### src/include/rpm_pkg.sv
// Notes on behaviour
// RULE_01 - Word at index 0x15A holds pattern bytes 60 and 61 for compare.
// RULE_02 - Word at index 0x15B holds pattern bytes 62 and 63, the last two.
// RULE_03 - Each of the 64 pattern bytes has its own independent mask bit.
// RULE_04 - Mask word at index 0x15C covers bytes 0 to 15, resets to zero.
// RULE_05 - Mask word at index 0x15D covers bytes 16 to 31, resets to zero.
// RULE_06 - Mask word at index 0x15E covers bytes 32 to 47, resets to zero.
// RULE_07 - Mask word at index 0x15F covers bytes 48 to 63, resets to zero.
// RULE_08 - Mask bit one drops its byte from the compare; zero keeps it.
// RULE_09 - Start field bits 5:0 at 0x161 picks first compared byte after SFD.
// RULE_10 - Start register bits 15:6 ignore writes and read back zero.
// RULE_11 - Lower words each hold two consecutive bytes at successive indices.
// RULE_12 - Mask bit i is byte i of range; lower byte sits in bits 7:0.
// RULE_13 - Match only if all unmasked bytes equal received bytes from start.
//
// Package of the receive pattern compare block: register indices, widths,
// reset values and bus answer codes. Assumes a 32-bit AXI4-Lite master and
// a byte stream on the same clock as the register file.
package rpm_pkg;
  // Bus geometry; byte address is four times the register index
  localparam int unsigned AXI_AW   = 12;
  localparam int unsigned AXI_DW   = 32;
  localparam int unsigned IDX_W    = 10;
  localparam int unsigned REG_W    = 16;
  // Pattern geometry
  localparam int unsigned N_WORD   = 32;
  localparam int unsigned N_BYTE   = 64;
  localparam int unsigned N_MASK   = 4;
  localparam int unsigned START_W  = 6;
  localparam int unsigned CNT_W    = 7;
  // Register indices
  localparam logic [9:0] IDX_PAT_BASE  = 10'h13C;
  localparam logic [9:0] IDX_PAT_60_61 = 10'h15A;
  localparam logic [9:0] IDX_PAT_62_63 = 10'h15B;
  localparam logic [9:0] IDX_MASK_A    = 10'h15C;
  localparam logic [9:0] IDX_MASK_B    = 10'h15D;
  localparam logic [9:0] IDX_MASK_C    = 10'h15E;
  localparam logic [9:0] IDX_MASK_D    = 10'h15F;
  localparam logic [9:0] IDX_START     = 10'h161;
  localparam logic [9:0] IDX_CTRL      = 10'h162;
  // Control and status bit positions
  localparam int unsigned CTRL_EN_BIT    = 0;
  localparam int unsigned CTRL_MATCH_BIT = 1;
  localparam int unsigned CTRL_BUSY_BIT  = 2;
  localparam int unsigned CTRL_LAST_BIT  = 3;
  // Reset values
  localparam logic [15:0] PAT_RST   = 16'h0000;
  localparam logic [15:0] MASK_RST  = 16'h0000;
  localparam logic [5:0]  START_RST = 6'h00;
  localparam logic        EN_RST    = 1'h0;
  // Bus answers
  localparam logic [1:0]  RESP_OKAY   = 2'h0;
  localparam logic [1:0]  RESP_SLVERR = 2'h2;
  // Comparator states
  typedef enum logic [0:0] {
    RPM_IDLE   = 1'b0,
    RPM_ACTIVE = 1'b1
  } rpm_state_e;
endpackage // rpm_pkg

### src/core/rpm_top.sv
// Register file and top level of the receive pattern compare block.
// Assumes an AXI4-Lite master on clock and a received byte stream on the
// same clock, with rx_sof on the first byte after the frame delimiter.
`default_nettype none
module rpm_top (
  // Clock and reset
  input  wire logic                       clock,
  input  wire logic                       rst,
  // AXI4-Lite write
  input  wire logic [rpm_pkg::AXI_AW-1:0] s_axi_awaddr,
  input  wire logic                       s_axi_awvalid,
  output logic                            s_axi_awready,
  input  wire logic [rpm_pkg::AXI_DW-1:0] s_axi_wdata,
  input  wire logic [3:0]                 s_axi_wstrb,
  input  wire logic                       s_axi_wvalid,
  output logic                            s_axi_wready,
  output logic [1:0]                      s_axi_bresp,
  output logic                            s_axi_bvalid,
  input  wire logic                       s_axi_bready,
  // AXI4-Lite read
  input  wire logic [rpm_pkg::AXI_AW-1:0] s_axi_araddr,
  input  wire logic                       s_axi_arvalid,
  output logic                            s_axi_arready,
  output logic [rpm_pkg::AXI_DW-1:0]      s_axi_rdata,
  output logic [1:0]                      s_axi_rresp,
  output logic                            s_axi_rvalid,
  input  wire logic                       s_axi_rready,
  // Received byte stream
  input  wire logic                       rx_valid,
  input  wire logic [7:0]                 rx_data,
  input  wire logic                       rx_sof,
  input  wire logic                       rx_eop,
  // Compare result
  output logic                            pattern_match,
  output logic                            compare_done
);
  import rpm_pkg::*;

  logic [REG_W-1:0]          pattern_word [N_WORD];
  logic [REG_W-1:0]          byte_mask    [N_MASK];
  logic [START_W-1:0]        compare_start_offset;
  logic                      compare_en;
  logic                      match_seen;
  logic                      last_result;
  logic                      wr_en;
  logic [IDX_W-1:0]          wr_idx;
  logic [REG_W-1:0]          wr_data;
  logic [1:0]                wr_strb;
  logic                      wr_ok;
  logic [IDX_W-1:0]          rd_idx;
  logic [REG_W-1:0]          rd_word;
  logic                      rd_ok;
  logic [8*N_BYTE-1:0]       pattern_flat;
  logic [N_BYTE-1:0]         mask_flat;
  logic                      cmp_match;
  logic                      cmp_done;
  logic                      cmp_busy;

  // RULE_11 contiguous pattern words
  function automatic logic is_pat(input logic [IDX_W-1:0] idx);
    is_pat = (idx >= IDX_PAT_BASE) &&
             (idx <= IDX_PAT_62_63);
  endfunction

  function automatic logic is_mask(input logic [IDX_W-1:0] idx);
    is_mask = (idx >= IDX_MASK_A) && (idx <= IDX_MASK_D);
  endfunction

  function automatic logic is_mapped(input logic [IDX_W-1:0] idx);
    is_mapped = is_pat(idx) || is_mask(idx) ||
                (idx == IDX_START) || (idx == IDX_CTRL);
  endfunction

  // Byte lane merge, so a single-lane store keeps the other byte
  function automatic logic [REG_W-1:0] merge(input logic [REG_W-1:0] old_v,
                                             input logic [REG_W-1:0] new_v,
                                             input logic [1:0]       strb);
    merge = {strb[1] ? new_v[15:8] : old_v[15:8],
             strb[0] ? new_v[7:0]  : old_v[7:0]};
  endfunction

  rpm_axil_slave u_bus (
    .clock         (clock),
    .rst           (rst),
    .s_axi_awaddr  (s_axi_awaddr),
    .s_axi_awvalid (s_axi_awvalid),
    .s_axi_awready (s_axi_awready),
    .s_axi_wdata   (s_axi_wdata),
    .s_axi_wstrb   (s_axi_wstrb),
    .s_axi_wvalid  (s_axi_wvalid),
    .s_axi_wready  (s_axi_wready),
    .s_axi_bresp   (s_axi_bresp),
    .s_axi_bvalid  (s_axi_bvalid),
    .s_axi_bready  (s_axi_bready),
    .s_axi_araddr  (s_axi_araddr),
    .s_axi_arvalid (s_axi_arvalid),
    .s_axi_arready (s_axi_arready),
    .s_axi_rdata   (s_axi_rdata),
    .s_axi_rresp   (s_axi_rresp),
    .s_axi_rvalid  (s_axi_rvalid),
    .s_axi_rready  (s_axi_rready),
    .wr_en         (wr_en),
    .wr_idx        (wr_idx),
    .wr_data       (wr_data),
    .wr_strb       (wr_strb),
    .wr_ok         (wr_ok),
    .rd_idx        (rd_idx),
    .rd_word       (rd_word),
    .rd_ok         (rd_ok)
  );

  assign wr_ok = is_mapped(wr_idx);
  assign rd_ok = is_mapped(rd_idx);

  // RULE_01 pattern word storage
  // RULE_02 final pattern word
  always_ff @(posedge clock or posedge rst) begin
    if (rst) begin
      for (int n = 0; n < N_WORD; n++) begin
        pattern_word[n] <= PAT_RST;
      end
    end else if (wr_en && is_pat(wr_idx)) begin
      pattern_word[5'(wr_idx - IDX_PAT_BASE)] <=
        merge(pattern_word[5'(wr_idx - IDX_PAT_BASE)], wr_data, wr_strb);
    end
  end

  // RULE_04 mask a, RULE_05 mask b, RULE_06 mask c, RULE_07 mask d
  always_ff @(posedge clock or posedge rst) begin
    if (rst) begin
      for (int m = 0; m < N_MASK; m++) begin
        byte_mask[m] <= MASK_RST;
      end
    end else if (wr_en && is_mask(wr_idx)) begin
      byte_mask[2'(wr_idx - IDX_MASK_A)] <=
        merge(byte_mask[2'(wr_idx - IDX_MASK_A)], wr_data, wr_strb);
    end
  end

  // RULE_10 upper start bits never stored
  always_ff @(posedge clock or posedge rst) begin
    if (rst) begin
      compare_start_offset <= START_RST;
    end else if (wr_en && wr_idx == IDX_START && wr_strb[0]) begin
      compare_start_offset <= wr_data[START_W-1:0];
    end
  end

  // Control and status; a new match wins over a clear in the same cycle
  always_ff @(posedge clock or posedge rst) begin
    if (rst) begin
      compare_en  <= EN_RST;
      match_seen  <= 1'b0;
      last_result <= 1'b0;
    end else begin
      if (wr_en && wr_idx == IDX_CTRL && wr_strb[0]) begin
        compare_en <= wr_data[CTRL_EN_BIT];
      end
      if (cmp_match) begin
        match_seen <= 1'b1;
      end else if (wr_en && wr_idx == IDX_CTRL && wr_strb[0] &&
                   wr_data[CTRL_MATCH_BIT]) begin
        match_seen <= 1'b0;
      end
      if (cmp_done) begin
        last_result <= cmp_match;
      end
    end
  end

  // Read mux; unmapped indices read zero and get an error answer
  always_comb begin
    rd_word = 16'h0000;
    if (is_pat(rd_idx)) begin
      rd_word = pattern_word[5'(rd_idx - IDX_PAT_BASE)];
    end else if (is_mask(rd_idx)) begin
      rd_word = byte_mask[2'(rd_idx - IDX_MASK_A)];
    end else if (rd_idx == IDX_START) begin
      rd_word = {10'h000, compare_start_offset};
    end else if (rd_idx == IDX_CTRL) begin
      rd_word[CTRL_EN_BIT]    = compare_en;
      rd_word[CTRL_MATCH_BIT] = match_seen;
      rd_word[CTRL_BUSY_BIT]  = cmp_busy;
      rd_word[CTRL_LAST_BIT]  = last_result;
    end
  end

  // RULE_03 one mask bit per byte
  // RULE_12 bit order within words
  always_comb begin
    for (int n = 0; n < N_WORD; n++) begin
      pattern_flat[16*n +: 16] = pattern_word[n];
    end
    for (int m = 0; m < N_MASK; m++) begin
      mask_flat[16*m +: 16] = byte_mask[m];
    end
  end

  rpm_compare u_cmp (
    .clock    (clock),
    .rst      (rst),
    .enable   (compare_en),
    .start_pt (compare_start_offset),
    .pattern  (pattern_flat),
    .mask     (mask_flat),
    .rx_valid (rx_valid),
    .rx_data  (rx_data),
    .rx_sof   (rx_sof),
    .rx_eop   (rx_eop),
    .match    (cmp_match),
    .done     (cmp_done),
    .busy     (cmp_busy)
  );

  assign pattern_match = cmp_match;
  assign compare_done  = cmp_done;

  // Checks on register storage and compare result
  property p_pat_60_61;
    @(posedge clock) disable iff (rst)
    wr_en && wr_idx == IDX_PAT_60_61 && wr_strb == 2'h3
      |=> pattern_word[30] == $past(wr_data) && pattern_flat[495:480] ==
          $past(wr_data);
  endproperty
  a_pat_60_61: assert property (p_pat_60_61) // RULE_01
    else $error("pattern word for bytes 60 and 61 not stored");

  property p_pat_62_63;
    @(posedge clock) disable iff (rst)
    wr_en && wr_idx == IDX_PAT_62_63 && wr_strb == 2'h3
      |=> pattern_flat[511:496] == $past(wr_data);
  endproperty
  a_pat_62_63: assert property (p_pat_62_63) // RULE_02
    else $error("pattern byte 63 not in upper lane");

  property p_mask_rst;
    @(posedge clock)
    $fell(rst) |-> mask_flat == 64'h0000000000000000;
  endproperty
  a_mask_rst: assert property (p_mask_rst) // RULE_04
    else $error("byte masks not zero after reset");

  property p_mask_b;
    @(posedge clock) disable iff (rst)
    wr_en && wr_idx == IDX_MASK_B && wr_strb == 2'h3
      |=> mask_flat[31:16] == $past(wr_data) && $stable(mask_flat[15:0]);
  endproperty
  a_mask_b: assert property (p_mask_b) // RULE_05
    else $error("mask word b not stored in bytes 16 to 31");

  property p_mask_d;
    @(posedge clock) disable iff (rst)
    wr_en && wr_idx == IDX_MASK_D && wr_strb == 2'h3
      |=> mask_flat[63:48] == $past(wr_data) && $stable(mask_flat[47:32]);
  endproperty
  a_mask_d: assert property (p_mask_d) // RULE_07
    else $error("mask word d not stored in bytes 48 to 63");

  property p_start_wr;
    @(posedge clock) disable iff (rst)
    wr_en && wr_idx == IDX_START && wr_strb[0]
      |=> {10'h000, compare_start_offset} == ($past(wr_data) & 16'h003F);
  endproperty
  a_start_wr: assert property (p_start_wr) // RULE_09
    else $error("start point not taken from bits 5:0");

  property p_start_upper;
    @(posedge clock) disable iff (rst)
    s_axi_arvalid && s_axi_arready && rd_idx == IDX_START
      |=> s_axi_rvalid && s_axi_rdata[15:6] == 10'h000;
  endproperty
  a_start_upper: assert property (p_start_upper) // RULE_10
    else $error("start register upper bits not zero");

  property p_masked_pass;
    @(posedge clock) disable iff (rst)
    u_cmp.last && mask_flat[63] && !u_cmp.bad_acc |=> cmp_match;
  endproperty
  a_masked_pass: assert property (p_masked_pass) // RULE_08
    else $error("masked final byte blocked the match");

  property p_match_cause;
    @(posedge clock) disable iff (rst)
    cmp_match |-> cmp_done && $past(u_cmp.last) &&
                  !($past(u_cmp.in_win) && !$past(u_cmp.byte_ok));
  endproperty
  a_match_cause: assert property (p_match_cause) // RULE_13
    else $error("match without a clean final byte");

  property p_mismatch_kills;
    @(posedge clock) disable iff (rst)
    u_cmp.in_win && !u_cmp.byte_ok && u_cmp.pos != 7'h3F
      |=> !cmp_match [*2];
  endproperty
  a_mismatch_kills: assert property (p_mismatch_kills) // RULE_13
    else $error("match after an unmasked mismatch");

  property p_seen_set;
    @(posedge clock) disable iff (rst)
    cmp_match |=> match_seen;
  endproperty
  a_seen_set: assert property (p_seen_set)
    else $error("match flag lost against a clear");

  // Main scenarios
  c_match: cover property (@(posedge clock) disable iff (rst) cmp_match);
  c_miss: cover property (@(posedge clock) disable iff (rst)
    cmp_done && !cmp_match);
  c_late_start: cover property (@(posedge clock) disable iff (rst)
    cmp_match && compare_start_offset == 6'h3F);
  c_masked: cover property (@(posedge clock) disable iff (rst)
    u_cmp.in_win && mask_flat[u_cmp.pos[5:0]] &&
    (pattern_flat[8*u_cmp.pos[5:0] +: 8] != rx_data));
endmodule // rpm_top
`default_nettype wire

### src/core/rpm_axil_slave.sv
// AXI4-Lite slave front end for the pattern compare registers.
// Assumes the register file answers reads and writes combinationally.
`default_nettype none
module rpm_axil_slave (
  // Clock and reset
  input  wire logic                      clock,
  input  wire logic                      rst,
  // Write address, data and response
  input  wire logic [rpm_pkg::AXI_AW-1:0] s_axi_awaddr,
  input  wire logic                      s_axi_awvalid,
  output logic                           s_axi_awready,
  input  wire logic [rpm_pkg::AXI_DW-1:0] s_axi_wdata,
  input  wire logic [3:0]                s_axi_wstrb,
  input  wire logic                      s_axi_wvalid,
  output logic                           s_axi_wready,
  output logic [1:0]                     s_axi_bresp,
  output logic                           s_axi_bvalid,
  input  wire logic                      s_axi_bready,
  // Read channels
  input  wire logic [rpm_pkg::AXI_AW-1:0] s_axi_araddr,
  input  wire logic                      s_axi_arvalid,
  output logic                           s_axi_arready,
  output logic [rpm_pkg::AXI_DW-1:0]     s_axi_rdata,
  output logic [1:0]                     s_axi_rresp,
  output logic                           s_axi_rvalid,
  input  wire logic                      s_axi_rready,
  // Register file side
  output logic                           wr_en,
  output logic [rpm_pkg::IDX_W-1:0]      wr_idx,
  output logic [rpm_pkg::REG_W-1:0]      wr_data,
  output logic [1:0]                     wr_strb,
  input  wire logic                      wr_ok,
  output logic [rpm_pkg::IDX_W-1:0]      rd_idx,
  input  wire logic [rpm_pkg::REG_W-1:0] rd_word,
  input  wire logic                      rd_ok
);
  import rpm_pkg::*;

  logic                  aw_held;
  logic                  w_held;
  logic [IDX_W-1:0]      aw_idx;
  logic [REG_W-1:0]      w_data;
  logic [1:0]            w_strb;

  // Channels taken in either order; blocked while a response waits
  assign s_axi_awready = !aw_held && !s_axi_bvalid;
  assign s_axi_wready  = !w_held && !s_axi_bvalid;
  assign s_axi_arready = !s_axi_rvalid;
  assign wr_en   = aw_held && w_held && !s_axi_bvalid;
  assign wr_idx  = aw_idx;
  assign wr_data = w_data;
  assign wr_strb = w_strb;
  assign rd_idx  = s_axi_araddr[AXI_AW-1:2];

  // Write capture and response; upper data lanes are dropped
  always_ff @(posedge clock or posedge rst) begin
    if (rst) begin
      aw_held      <= 1'b0;
      w_held       <= 1'b0;
      aw_idx       <= '0;
      w_data       <= '0;
      w_strb       <= 2'h0;
      s_axi_bvalid <= 1'b0;
      s_axi_bresp  <= RESP_OKAY;
    end else begin
      if (s_axi_awvalid && s_axi_awready) begin
        aw_held <= 1'b1;
        aw_idx  <= s_axi_awaddr[AXI_AW-1:2];
      end
      if (s_axi_wvalid && s_axi_wready) begin
        w_held <= 1'b1;
        w_data <= s_axi_wdata[REG_W-1:0];
        w_strb <= s_axi_wstrb[1:0];
      end
      if (wr_en) begin
        aw_held      <= 1'b0;
        w_held       <= 1'b0;
        s_axi_bvalid <= 1'b1;
        s_axi_bresp  <= wr_ok ? RESP_OKAY : RESP_SLVERR;
      end else if (s_axi_bvalid && s_axi_bready) begin
        s_axi_bvalid <= 1'b0;
      end
    end
  end

  // Read answer one cycle after the address is taken
  always_ff @(posedge clock or posedge rst) begin
    if (rst) begin
      s_axi_rvalid <= 1'b0;
      s_axi_rdata  <= '0;
      s_axi_rresp  <= RESP_OKAY;
    end else if (s_axi_arvalid && s_axi_arready) begin
      s_axi_rvalid <= 1'b1;
      s_axi_rdata  <= {16'h0000, rd_ok ? rd_word : 16'h0000};
      s_axi_rresp  <= rd_ok ? RESP_OKAY : RESP_SLVERR;
    end else if (s_axi_rvalid && s_axi_rready) begin
      s_axi_rvalid <= 1'b0;
    end
  end
endmodule // rpm_axil_slave
`default_nettype wire

### src/core/rpm_compare.sv
// Byte stream comparator against the 64-byte pattern and its masks.
// Assumes the stream is on the register clock; rx_sof marks byte one
// after the frame delimiter.
`default_nettype none
module rpm_compare (
  // Clock and reset
  input  wire logic                         clock,
  input  wire logic                         rst,
  // Configuration
  input  wire logic                         enable,
  input  wire logic [rpm_pkg::START_W-1:0]  start_pt,
  input  wire logic [8*rpm_pkg::N_BYTE-1:0] pattern,
  input  wire logic [rpm_pkg::N_BYTE-1:0]   mask,
  // Received stream
  input  wire logic                         rx_valid,
  input  wire logic [7:0]                   rx_data,
  input  wire logic                         rx_sof,
  input  wire logic                         rx_eop,
  // Result
  output logic                              match,
  output logic                              done,
  output logic                              busy
);
  import rpm_pkg::*;

  rpm_state_e            state;
  logic [CNT_W-1:0]      cnt;
  logic                  bad_acc;
  logic                  in_frame;
  logic [CNT_W-1:0]      cur_idx;
  logic [CNT_W-1:0]      pos;
  logic                  in_win;
  logic                  byte_ok;
  logic                  bad_eff;
  logic                  last;

  // RULE_12 lower byte first
  function automatic logic [7:0] pat_byte(input logic [CNT_W-1:0] p);
    pat_byte = pattern[8*p[5:0] +: 8];
  endfunction

  assign in_frame = enable && rx_valid && (rx_sof || state == RPM_ACTIVE);
  assign cur_idx  = rx_sof ? '0 : cnt;
  // RULE_09 window from start point
  assign pos      = cur_idx - {1'b0, start_pt};
  assign in_win   = in_frame && (cur_idx >= {1'b0, start_pt}) && !pos[6];
  // RULE_08 masked byte always passes
  assign byte_ok  = mask[pos[5:0]] || (pat_byte(pos) == rx_data);
  assign bad_eff  = (in_win && !byte_ok) ||
                    (bad_acc && !(in_win && pos == '0));
  assign last     = in_win && (pos == 7'h3F);

  // Frame tracking; byte count saturates past the window
  always_ff @(posedge clock or posedge rst) begin
    if (rst) begin
      state <= RPM_IDLE;
      cnt   <= '0;
    end else if (!enable) begin
      state <= RPM_IDLE;
    end else if (in_frame) begin
      state <= (rx_eop || last) ? RPM_IDLE : RPM_ACTIVE;
      cnt   <= (cur_idx == 7'h7F) ? cur_idx : cur_idx + 7'h01;
    end
  end

  // RULE_13 accumulate mismatches
  always_ff @(posedge clock or posedge rst) begin
    if (rst) begin
      bad_acc <= 1'b0;
      match   <= 1'b0;
      done    <= 1'b0;
    end else begin
      if (in_win) begin
        bad_acc <= bad_eff;
      end
      match <= last && !bad_eff;
      done  <= last || (in_frame && rx_eop);
    end
  end

  assign busy = (state == RPM_ACTIVE);
endmodule // rpm_compare
`default_nettype wire

### config.mk
export PLATFORM = sky130hd
export DESIGN_NAME = rpm_top
export DESIGN_NICKNAME = d
export VERILOG_FILES = /design/src/include/rpm_pkg.sv /design/src/core/rpm_top.sv /design/src/core/rpm_axil_slave.sv /design/src/core/rpm_compare.sv
export SDC_FILE = /design/constraint.sdc
export NUM_CORES = 2
export LEC_CHECK = 0
export ABC_AREA = 1
export BUFFER_PORTS_ARGS = -buffer_cell sky130_fd_sc_hd__buf_2
export CAP_MARGIN = 20
export CELL_PAD_IN_SITES_DETAIL_PLACEMENT = 1
export CELL_PAD_IN_SITES_GLOBAL_PLACEMENT = 1
export CORE_ASPECT_RATIO = 1.25
export CORE_MARGIN = 5
export CORE_UTILIZATION = 45
export DETAILED_ROUTE_END_ITERATION = 6
export PLACE_DENSITY = 0.78
export SYNTH_ARGS = -nofsm -noshare
export SYNTH_HDL_FRONTEND = slang
export SYNTH_SLANG_ARGS = --single-unit
export TNS_END_PERCENT = 100
### constraint.sdc
create_clock -name clock -period 38.8 [get_ports clock]
set_input_delay 3.88 -clock clock [delete_from_list [all_inputs] [get_ports clock]]
set_output_delay 3.88 -clock clock [all_outputs]
set_load 0.1 [all_outputs]
======== Yosys cells after proc, flatten, opt, wreduce, memory -nomap -nowiden ========
Cells that the tools add are included.
word-level totals
  register bits ........................... 648
  input bits .............................. 78
  output and inout port bits .............. 43
cells by class
  reduce and logical (&&, ||, !) cells .... 58
  order comparisons ....................... 16
  $add $sub $neg .......................... 6
  shift operators ......................... 1
  mux-type cells .......................... 47
  bitwise operators ....................... 4
  equality and inequality tests ........... 8
operator list
  operator             number
  $bwmux 512           1
  $shiftx 512x10->8    1
  $mux 16              13
  $bmux 16 s5          2
  $demux 16 s5         1
  $bmux 16 s2          2
  $bwmux 64            1
  $eq 10x9->1 const B  4
  $ge 10x9->1 const B  4
  $le 10x9->1 const B  4
  $demux 16 s2         1
  $logic_and 1x1->1    32
  $mux 8               4
  $mux 1               14
  $mux 7               2
  $ge 6x6->1 const B   2
  $not 5->6            2
  $logic_or 1x1->1     11
  $reduce_bool 2->1    5
  $sub 5x5->5 const B  2
  $eq 8x8->1           1
  $logic_not 1->1      8
  $mux 4               2
  $add 7x1->7 const B  1
  15 further kinds     20

======== Logic depth before layout (Yosys ltp) ========
  depth after elaboration ................. 10
  mapped depth ............................ 30
  mapped depth without buffers ............ 28

======== By module ========
A second synthesis with hierarchy kept.
second synthesis, totals
  cell total of the unflattened synthesis .. 6949
  area, all modules ....................... 43294.0 um2
modules (own cells, without submodules)
  module          area an instance (um2)  cells an instance  times used
  rpm_top         34314.2                 5190               1
  rpm_compare     6777.8                  1512               1
  rpm_axil_slave  2202.1                  247                1

======== Least setup slack after synthesis ========
No wires, ideal clock.
  path type ............................... input-to-reg
  start point ............................. in rx_sof
  end point ............................... reg u_cmp.match
  stages .................................. 21
  setup time .............................. 119 ps
  path slack .............................. 32486 ps
  path buffers ............................ 3
  data arrival time ....................... 6194 ps
  required time ........................... 38681 ps
  path through ............................ inv_4 > nand2_1 > inv_1 > nor2_1 > nor2_1 > ha_1 > inv_2 > buf_2 > buf_1 > buf_2 > a21oi_1 > o21ai_0 > nand2_1 > a211oi_1 > nor2_1 > o21ai_1 > nand2_1 > nor2_1 > nand2_1 > nand2_1 > nor2_2
between the ends
  cells in the longest elaborated chain, start to end .. 10
  elaborated cells between the ends (all ways) .. 24
RTL lines
  item                                                          RTL line                              RTL
  start, declared                                               rpm_top.sv:31                         input wire logic rx_sof,
  $mux 7 / $logic_or 1x1->1 (equally long branches)             rpm_compare.sv:43, rpm_compare.sv:42
  $sub 7x6->7 (tied with other cells)                           rpm_compare.sv:45                     assign pos = cur_idx - {1'b0, start_pt};
  $shiftx 512x10->8 (tied with other cells)                     rpm_compare.sv:39                     pat_byte = pattern[8*p[5:0] +: 8];
  $eq 8x8->1 (tied with other cells)                            rpm_compare.sv:48                     assign byte_ok = mask[pos[5:0]] || (pat_byte(pos) == rx_data);
  $logic_or 1x1->1 / $logic_and 1x1->1 (equally long branches)  rpm_compare.sv:48, rpm_compare.sv:50
  $logic_not 1->1 (on tied branches)                            rpm_compare.sv:49, rpm_compare.sv:50
  $logic_and 1x1->1 (on tied branches)                          rpm_compare.sv:49, rpm_compare.sv:50
  $logic_or 1x1->1                                              rpm_compare.sv:49                     assign bad_eff = (in_win && !byte_ok) ||
  $logic_not 1->1                                               rpm_compare.sv:76                     match <= last && !bad_eff;
  $logic_and 1x1->1 *                                           rpm_compare.sv:76
  end signal, assigned                                          rpm_compare.sv:76
  end, declared                                                 rpm_compare.sv:20                     output logic match,
Every way passes the cells marked *; elsewhere a longest branch is shown, timed or not. The select of a mux whose other input is x is not followed.
A chain may end at the register's enable or synchronous reset.

======== Worst setup path after layout ========
Same ends and word-level chain as after synthesis.

==> parameters.txt <==
Parameter                              Value

Status
  Status ... finished clean

Min path
  Worst min path class ... reg2reg
  Hold Path Sink ... u_bus.s_axi_rdata[14]
  Number of instances on the worst hold path ... 2
  Source of the worst hold timing path ... u_bus.s_axi_rdata[14]

Synth
  Share of cell area taken by muxes after synthesis ... 0.388%
  Cell Area, Synth ... 0.0381 mm2
  Adder-cell area share of the yosys netlist ... 0.361%
  Number of synthesized flops with an enable pin ... 0
  Xor and xnor area share after synthesis ... 0.115%
  Area fraction of the dominant cell type after synthesis ... 42.5%
  Netlist cell types ... 52
  Synthesized area divided by synthesized cell count ... 7.39 um2
  Seq cells post-synth ... 646
  Synth async-reset ratio ... 100%
  Count of warnings emitted by yosys ... 0
  Share of synthesized area occupied by flip-flops and latches ... 42.5%
  Main flop type after synthesis ... dfrtp_1
  Cell type contributing the most total cell area after synthesis ... dfrtp_1
  Post-synthesis compound-gate area fraction ... 28.9%
  Number of cells produced by synthesis ... 5,155
  Main combinational cell family by area after synthesis ... compound AO/OA/AOI/OAI gates
  Synthesized-area fraction occupied by and/or/nand/nor cells ... 18.7%
  Cell types occupying the most area after synthesis ... dfrtp_1 42%, nand2_1 12%, o21ai_0 11%, o22ai_1 4.7%, a21oi_1 4.1%

Route
  Highest signal layer in the routed design ... met5
  Routed length on met3 ... 20,500 um
  First-pass detailed-route iteration total ... 6
  DR iter-0 viols ... 5,173
  Residual antenna-violating net count after detailed routing ... 0
  Via count ... 41,700
  Mean routed wirelength per cell ... 29.5 um
  Vias per cell ... 6.80
  Total detailed-routing wirelength ... 181,000 um
  Total routed wire length on the met1 layer ... 66,400 um
  Detailed-route DRC error count ... 0
  Routed length on met2 ... 80,900 um

CTS
  Number of clock sinks ... 646
  Cell chosen for the clock root ... clkbuf_16
  Clock Pin Slew Worst Setup and Hold Paths ... 70 ps
  Maximum clock path buffer count ... 3
  Post-CTS setup-driven buffer insertion count ... 0
  Hold buffer count at CTS ... 0
  CTS tree ... yes
  Number of H-tree levels ... 3
  Post_cts resized ... 0
  Worst-skew pair later-pin latency ... 650 ps
  Number of buffers added by the clock tree synthesis step ... 73

STA
  Rel. slew slack ... 14.0%
  Final number of setup-violating endpoints ... 0
  Fmax ... 0.117 GHz
  Final worst setup slack ... 30,230 ps
  Final count of pins violating max slew ... 0
  Min cycle time layout ... 8570 ps
  Setup Skew ... 30.6 ps
  RSZ-0062 raised after global routing ... no
  Post-route clock period utilization ... 22.1%
  Final hold violations ... 0
  Worst Tran Pin Value ... 1270 ps
  Setup TNS Final ... 0 ps

Floorplan
  Die height ... 335 um
  Die W ... 270 um
  Number of placement rows ... 119
  Die Area ... 0.0906 mm2
  Boundary Pins ... 121
  Initial cell density of the core ... 45.3%
  Core footprint ... 0.0841 mm2

Worst setup path
  CP max FO ... 117
  Cell Chain, Critical Path ... buf_2 > nor2_1 > inv_1 > ha_4 > inv_6 > buf_4 > buf_4 > a21oi_1 > o21ai_0 > nand4_1 > nand2_1 > nand2_1 > nand3_1 > nand2_1 > nand2_1 > nand3_1 > nand2_1 > nand2_1 > nor2_1 > nand2_1 > nand2_1 > nand2_1 > nor2_2
  Slack of the worst reg-to-reg path ... 33,220 ps
  CP startpoint kind ... input pin
  Crit. Startpoint ... rx_sof
  Terminus of the critical flop-to-flop path ... u_cmp.match
  Delay of the slowest critical-path stage ... 770 ps
  Kind of critical path ... in2reg
  R2R cell count ... 23
  Cell type with the highest occurrence count on the critical path ... nand2_1
  Data required time of the critical path ... 39,380 ps
  Critical path endpoint category ... flop
  Arrival time worst endpoint ... 9150 ps
  Worst path slowest cell ... buf_4
  Launching point of the worst reg2reg path ... u_cmp.cnt[0]

Global routing
  Wire length of the first global-routing pass ... 267,000 um
  Maximum number of pins on one net before global-route repair ... 121
  Vias in the first global route ... 41,800
  Total routing usage reported by global routing ... 38.4%
  Overall overflow remaining after global route ... 0
  Initial antenna violation count ... 9

Final layout
  Number of nets in the layout ... 5,069
  Fraction of final layout cells sized beyond drive strength 1 ... 7.77%
  Synthesis-to-layout area growth ... 8.90%
  Final core utilization ... 49.3%
  Final Instance Area ... 0.0415 mm2

Place
  Placed wire-length estimate after detailed placement ... 112,000 um
  Total placed instance area ... 0.0390 mm2
  I/O Buffers ... 80
  Weighted congestion reported at the end of routability-driven placement ... 0.918
  Setup Slack @ Placement ... 29,840 ps

Power
  Portion of total power attributed to sequential cells ... 35.5%
  Power per Cell Area ... 67.7 mW/mm2
  Worst-case vdd ir drop ... 0.0418 mV
  Fraction of power spent switching nets ... 46.1%
  Reported leakage power ... 17.3 nW
  Int Pwr ... 1.51 mW
  Gate power share ... 38.7%
  Net switching power ... 1.30 mW
  Share of power burned in the clock network ... 25.8%

Run
  Max-capacitance violation count ... 0
==> critical path: cells and delay by family <==
family	cells	cell delay, ps
buffers and inverters	5	2390
and+or+nand+nor	15	1940
adders and majority gates	1	410
AOI/OAI and AO/OA	2	230
==> per-layer routing <==
layer | global-route usage (%) | vias to the layer above
met4 | 23.4 | 8
met2 | 61.0 | 2703
met1 | 47.1 | 20600
met5 | 0 | -
li1 | - | 17600
met3 | 10.1 | 773
==> worst max-delay path by stage <==
stage / cells after the start / end / slack [ps]
floorplan: 1 / byte_mask[0] / 16820
CTS: 23 / u_cmp.match / 30490
global placement: 23 / u_cmp.match / 29910
global route: 23 / u_cmp.match / 30010
finish: 23 / u_cmp.match / 30230
detailed placement: 23 / u_cmp.match / 29840
==> metrics by stage <==
step	instances	hold WS, ps	total power, mW
final	6127	474	2.81
after global placement	5990	455	1.99
after CTS	6117	478	2.75
after detailed placement	5990	462	2.02
after global routing	6123	502	2.90
after floorplan	5172	453	1.59
==> Yosys cell counts, types with 6 or more instances <==
| library cell | instances |
|---|---|
| inv_1 | 349 |
| buf_2 | 109 |
| o221ai_1 | 29 |
| nand4_1 | 46 |
| a22o_1 | 11 |
| a21oi_1 | 312 |
| clkbuf_1 | 282 |
| o21a_1 | 7 |
| dfrtp_1 | 646 |
| mux2i_1 | 8 |
| a22oi_1 | 138 |
| nand2_2 | 9 |
| o211ai_1 | 60 |
| buf_6 | 9 |
| nand2_1 | 1261 |
| nand3_1 | 273 |
| nor2_1 | 98 |
| buf_4 | 32 |
| inv_2 | 16 |
| mux2_2 | 6 |
| ha_1 | 11 |
| o311ai_0 | 64 |
| o22ai_1 | 287 |
| nor3_1 | 17 |
| nor4_1 | 7 |
| buf_1 | 38 |
| a221oi_1 | 28 |
| o21ai_1 | 91 |
| o21ai_0 | 865 |
==> power by group through the flow <==
stage / Combinational (mW) / Sequential [mW] / Clock (mW)
after CTS: 1.03 / 0.988 / 0.728
after floorplan: 0.616 / 0.973 / 0
after global routing: 1.13 / 1.01 / 0.754
after detailed placement: 1.02 / 0.998 / 0
final: 1.09 / 0.997 / 0.723
after global placement: 1.00 / 0.991 / 0
==> kinds of logic (layout without fill, tap and decap cells) <==
kind of cell               Yosys count  in the layout
AOI/OAI and AO/OA                 1912           1912
DFF                                646            646
and+or+nand+nor                   1727           1727
adders and majority gates           11             11
other                                1             24
xor gates and xnor gates             5              5
muxes                               14             14
buffers and inverters              839            699
==> sequential cells by signal, indices dropped and copies added (netlist names), 2 cells and up <==
signal and count:
u_bus.s_axi_rdata 16, compare_start_offset 6, u_bus.wr_data 16, pattern_flat 512, byte_mask 64, u_bus.wr_strb 2
u_cmp.cnt 7, u_bus.wr_idx 10
==> cell usage in the layout (no fill, tap or decap), types with 9 or more instances in the layout <==
cell       netlist  layout
a21oi_1        312     311
a221oi_1        28      28
a22o_1          11      11
a22oi_1        138     138
buf_2          109      80
buf_4           32     118
clkbuf_1       282      17
clkbuf_16        0      77
clkbuf_8         0      14
clkinv_2         0      13
conb_1           1      18
dfrtp_1        646     646
ha_1            11       9
inv_1          349     346
inv_2           16      12
nand2_1       1261    1257
nand2_2          9       9
nand3_1        273     273
nand4_1         46      46
nor2_1          98      90
nor3_1          17      13
o211ai_1        60      60
o21ai_0        865     865
o21ai_1         91      91
o221ai_1        29      29
o22ai_1        287     287
o311ai_0        64      64
==> area by class of cell <==
type / instances / area (um2)
clock inverters: 19 / 234
repair buffers: 204 / 1410
inverters: 368 / 1410
flip-flops and latches: 646 / 16200
fillers: 10500 / 42700
clock buffers: 108 / 2180
multi-input cells: 3687 / 18700
diodes: 6 / 15.0
well taps: 1089 / 1360
(Power assumes the default switching activity.)
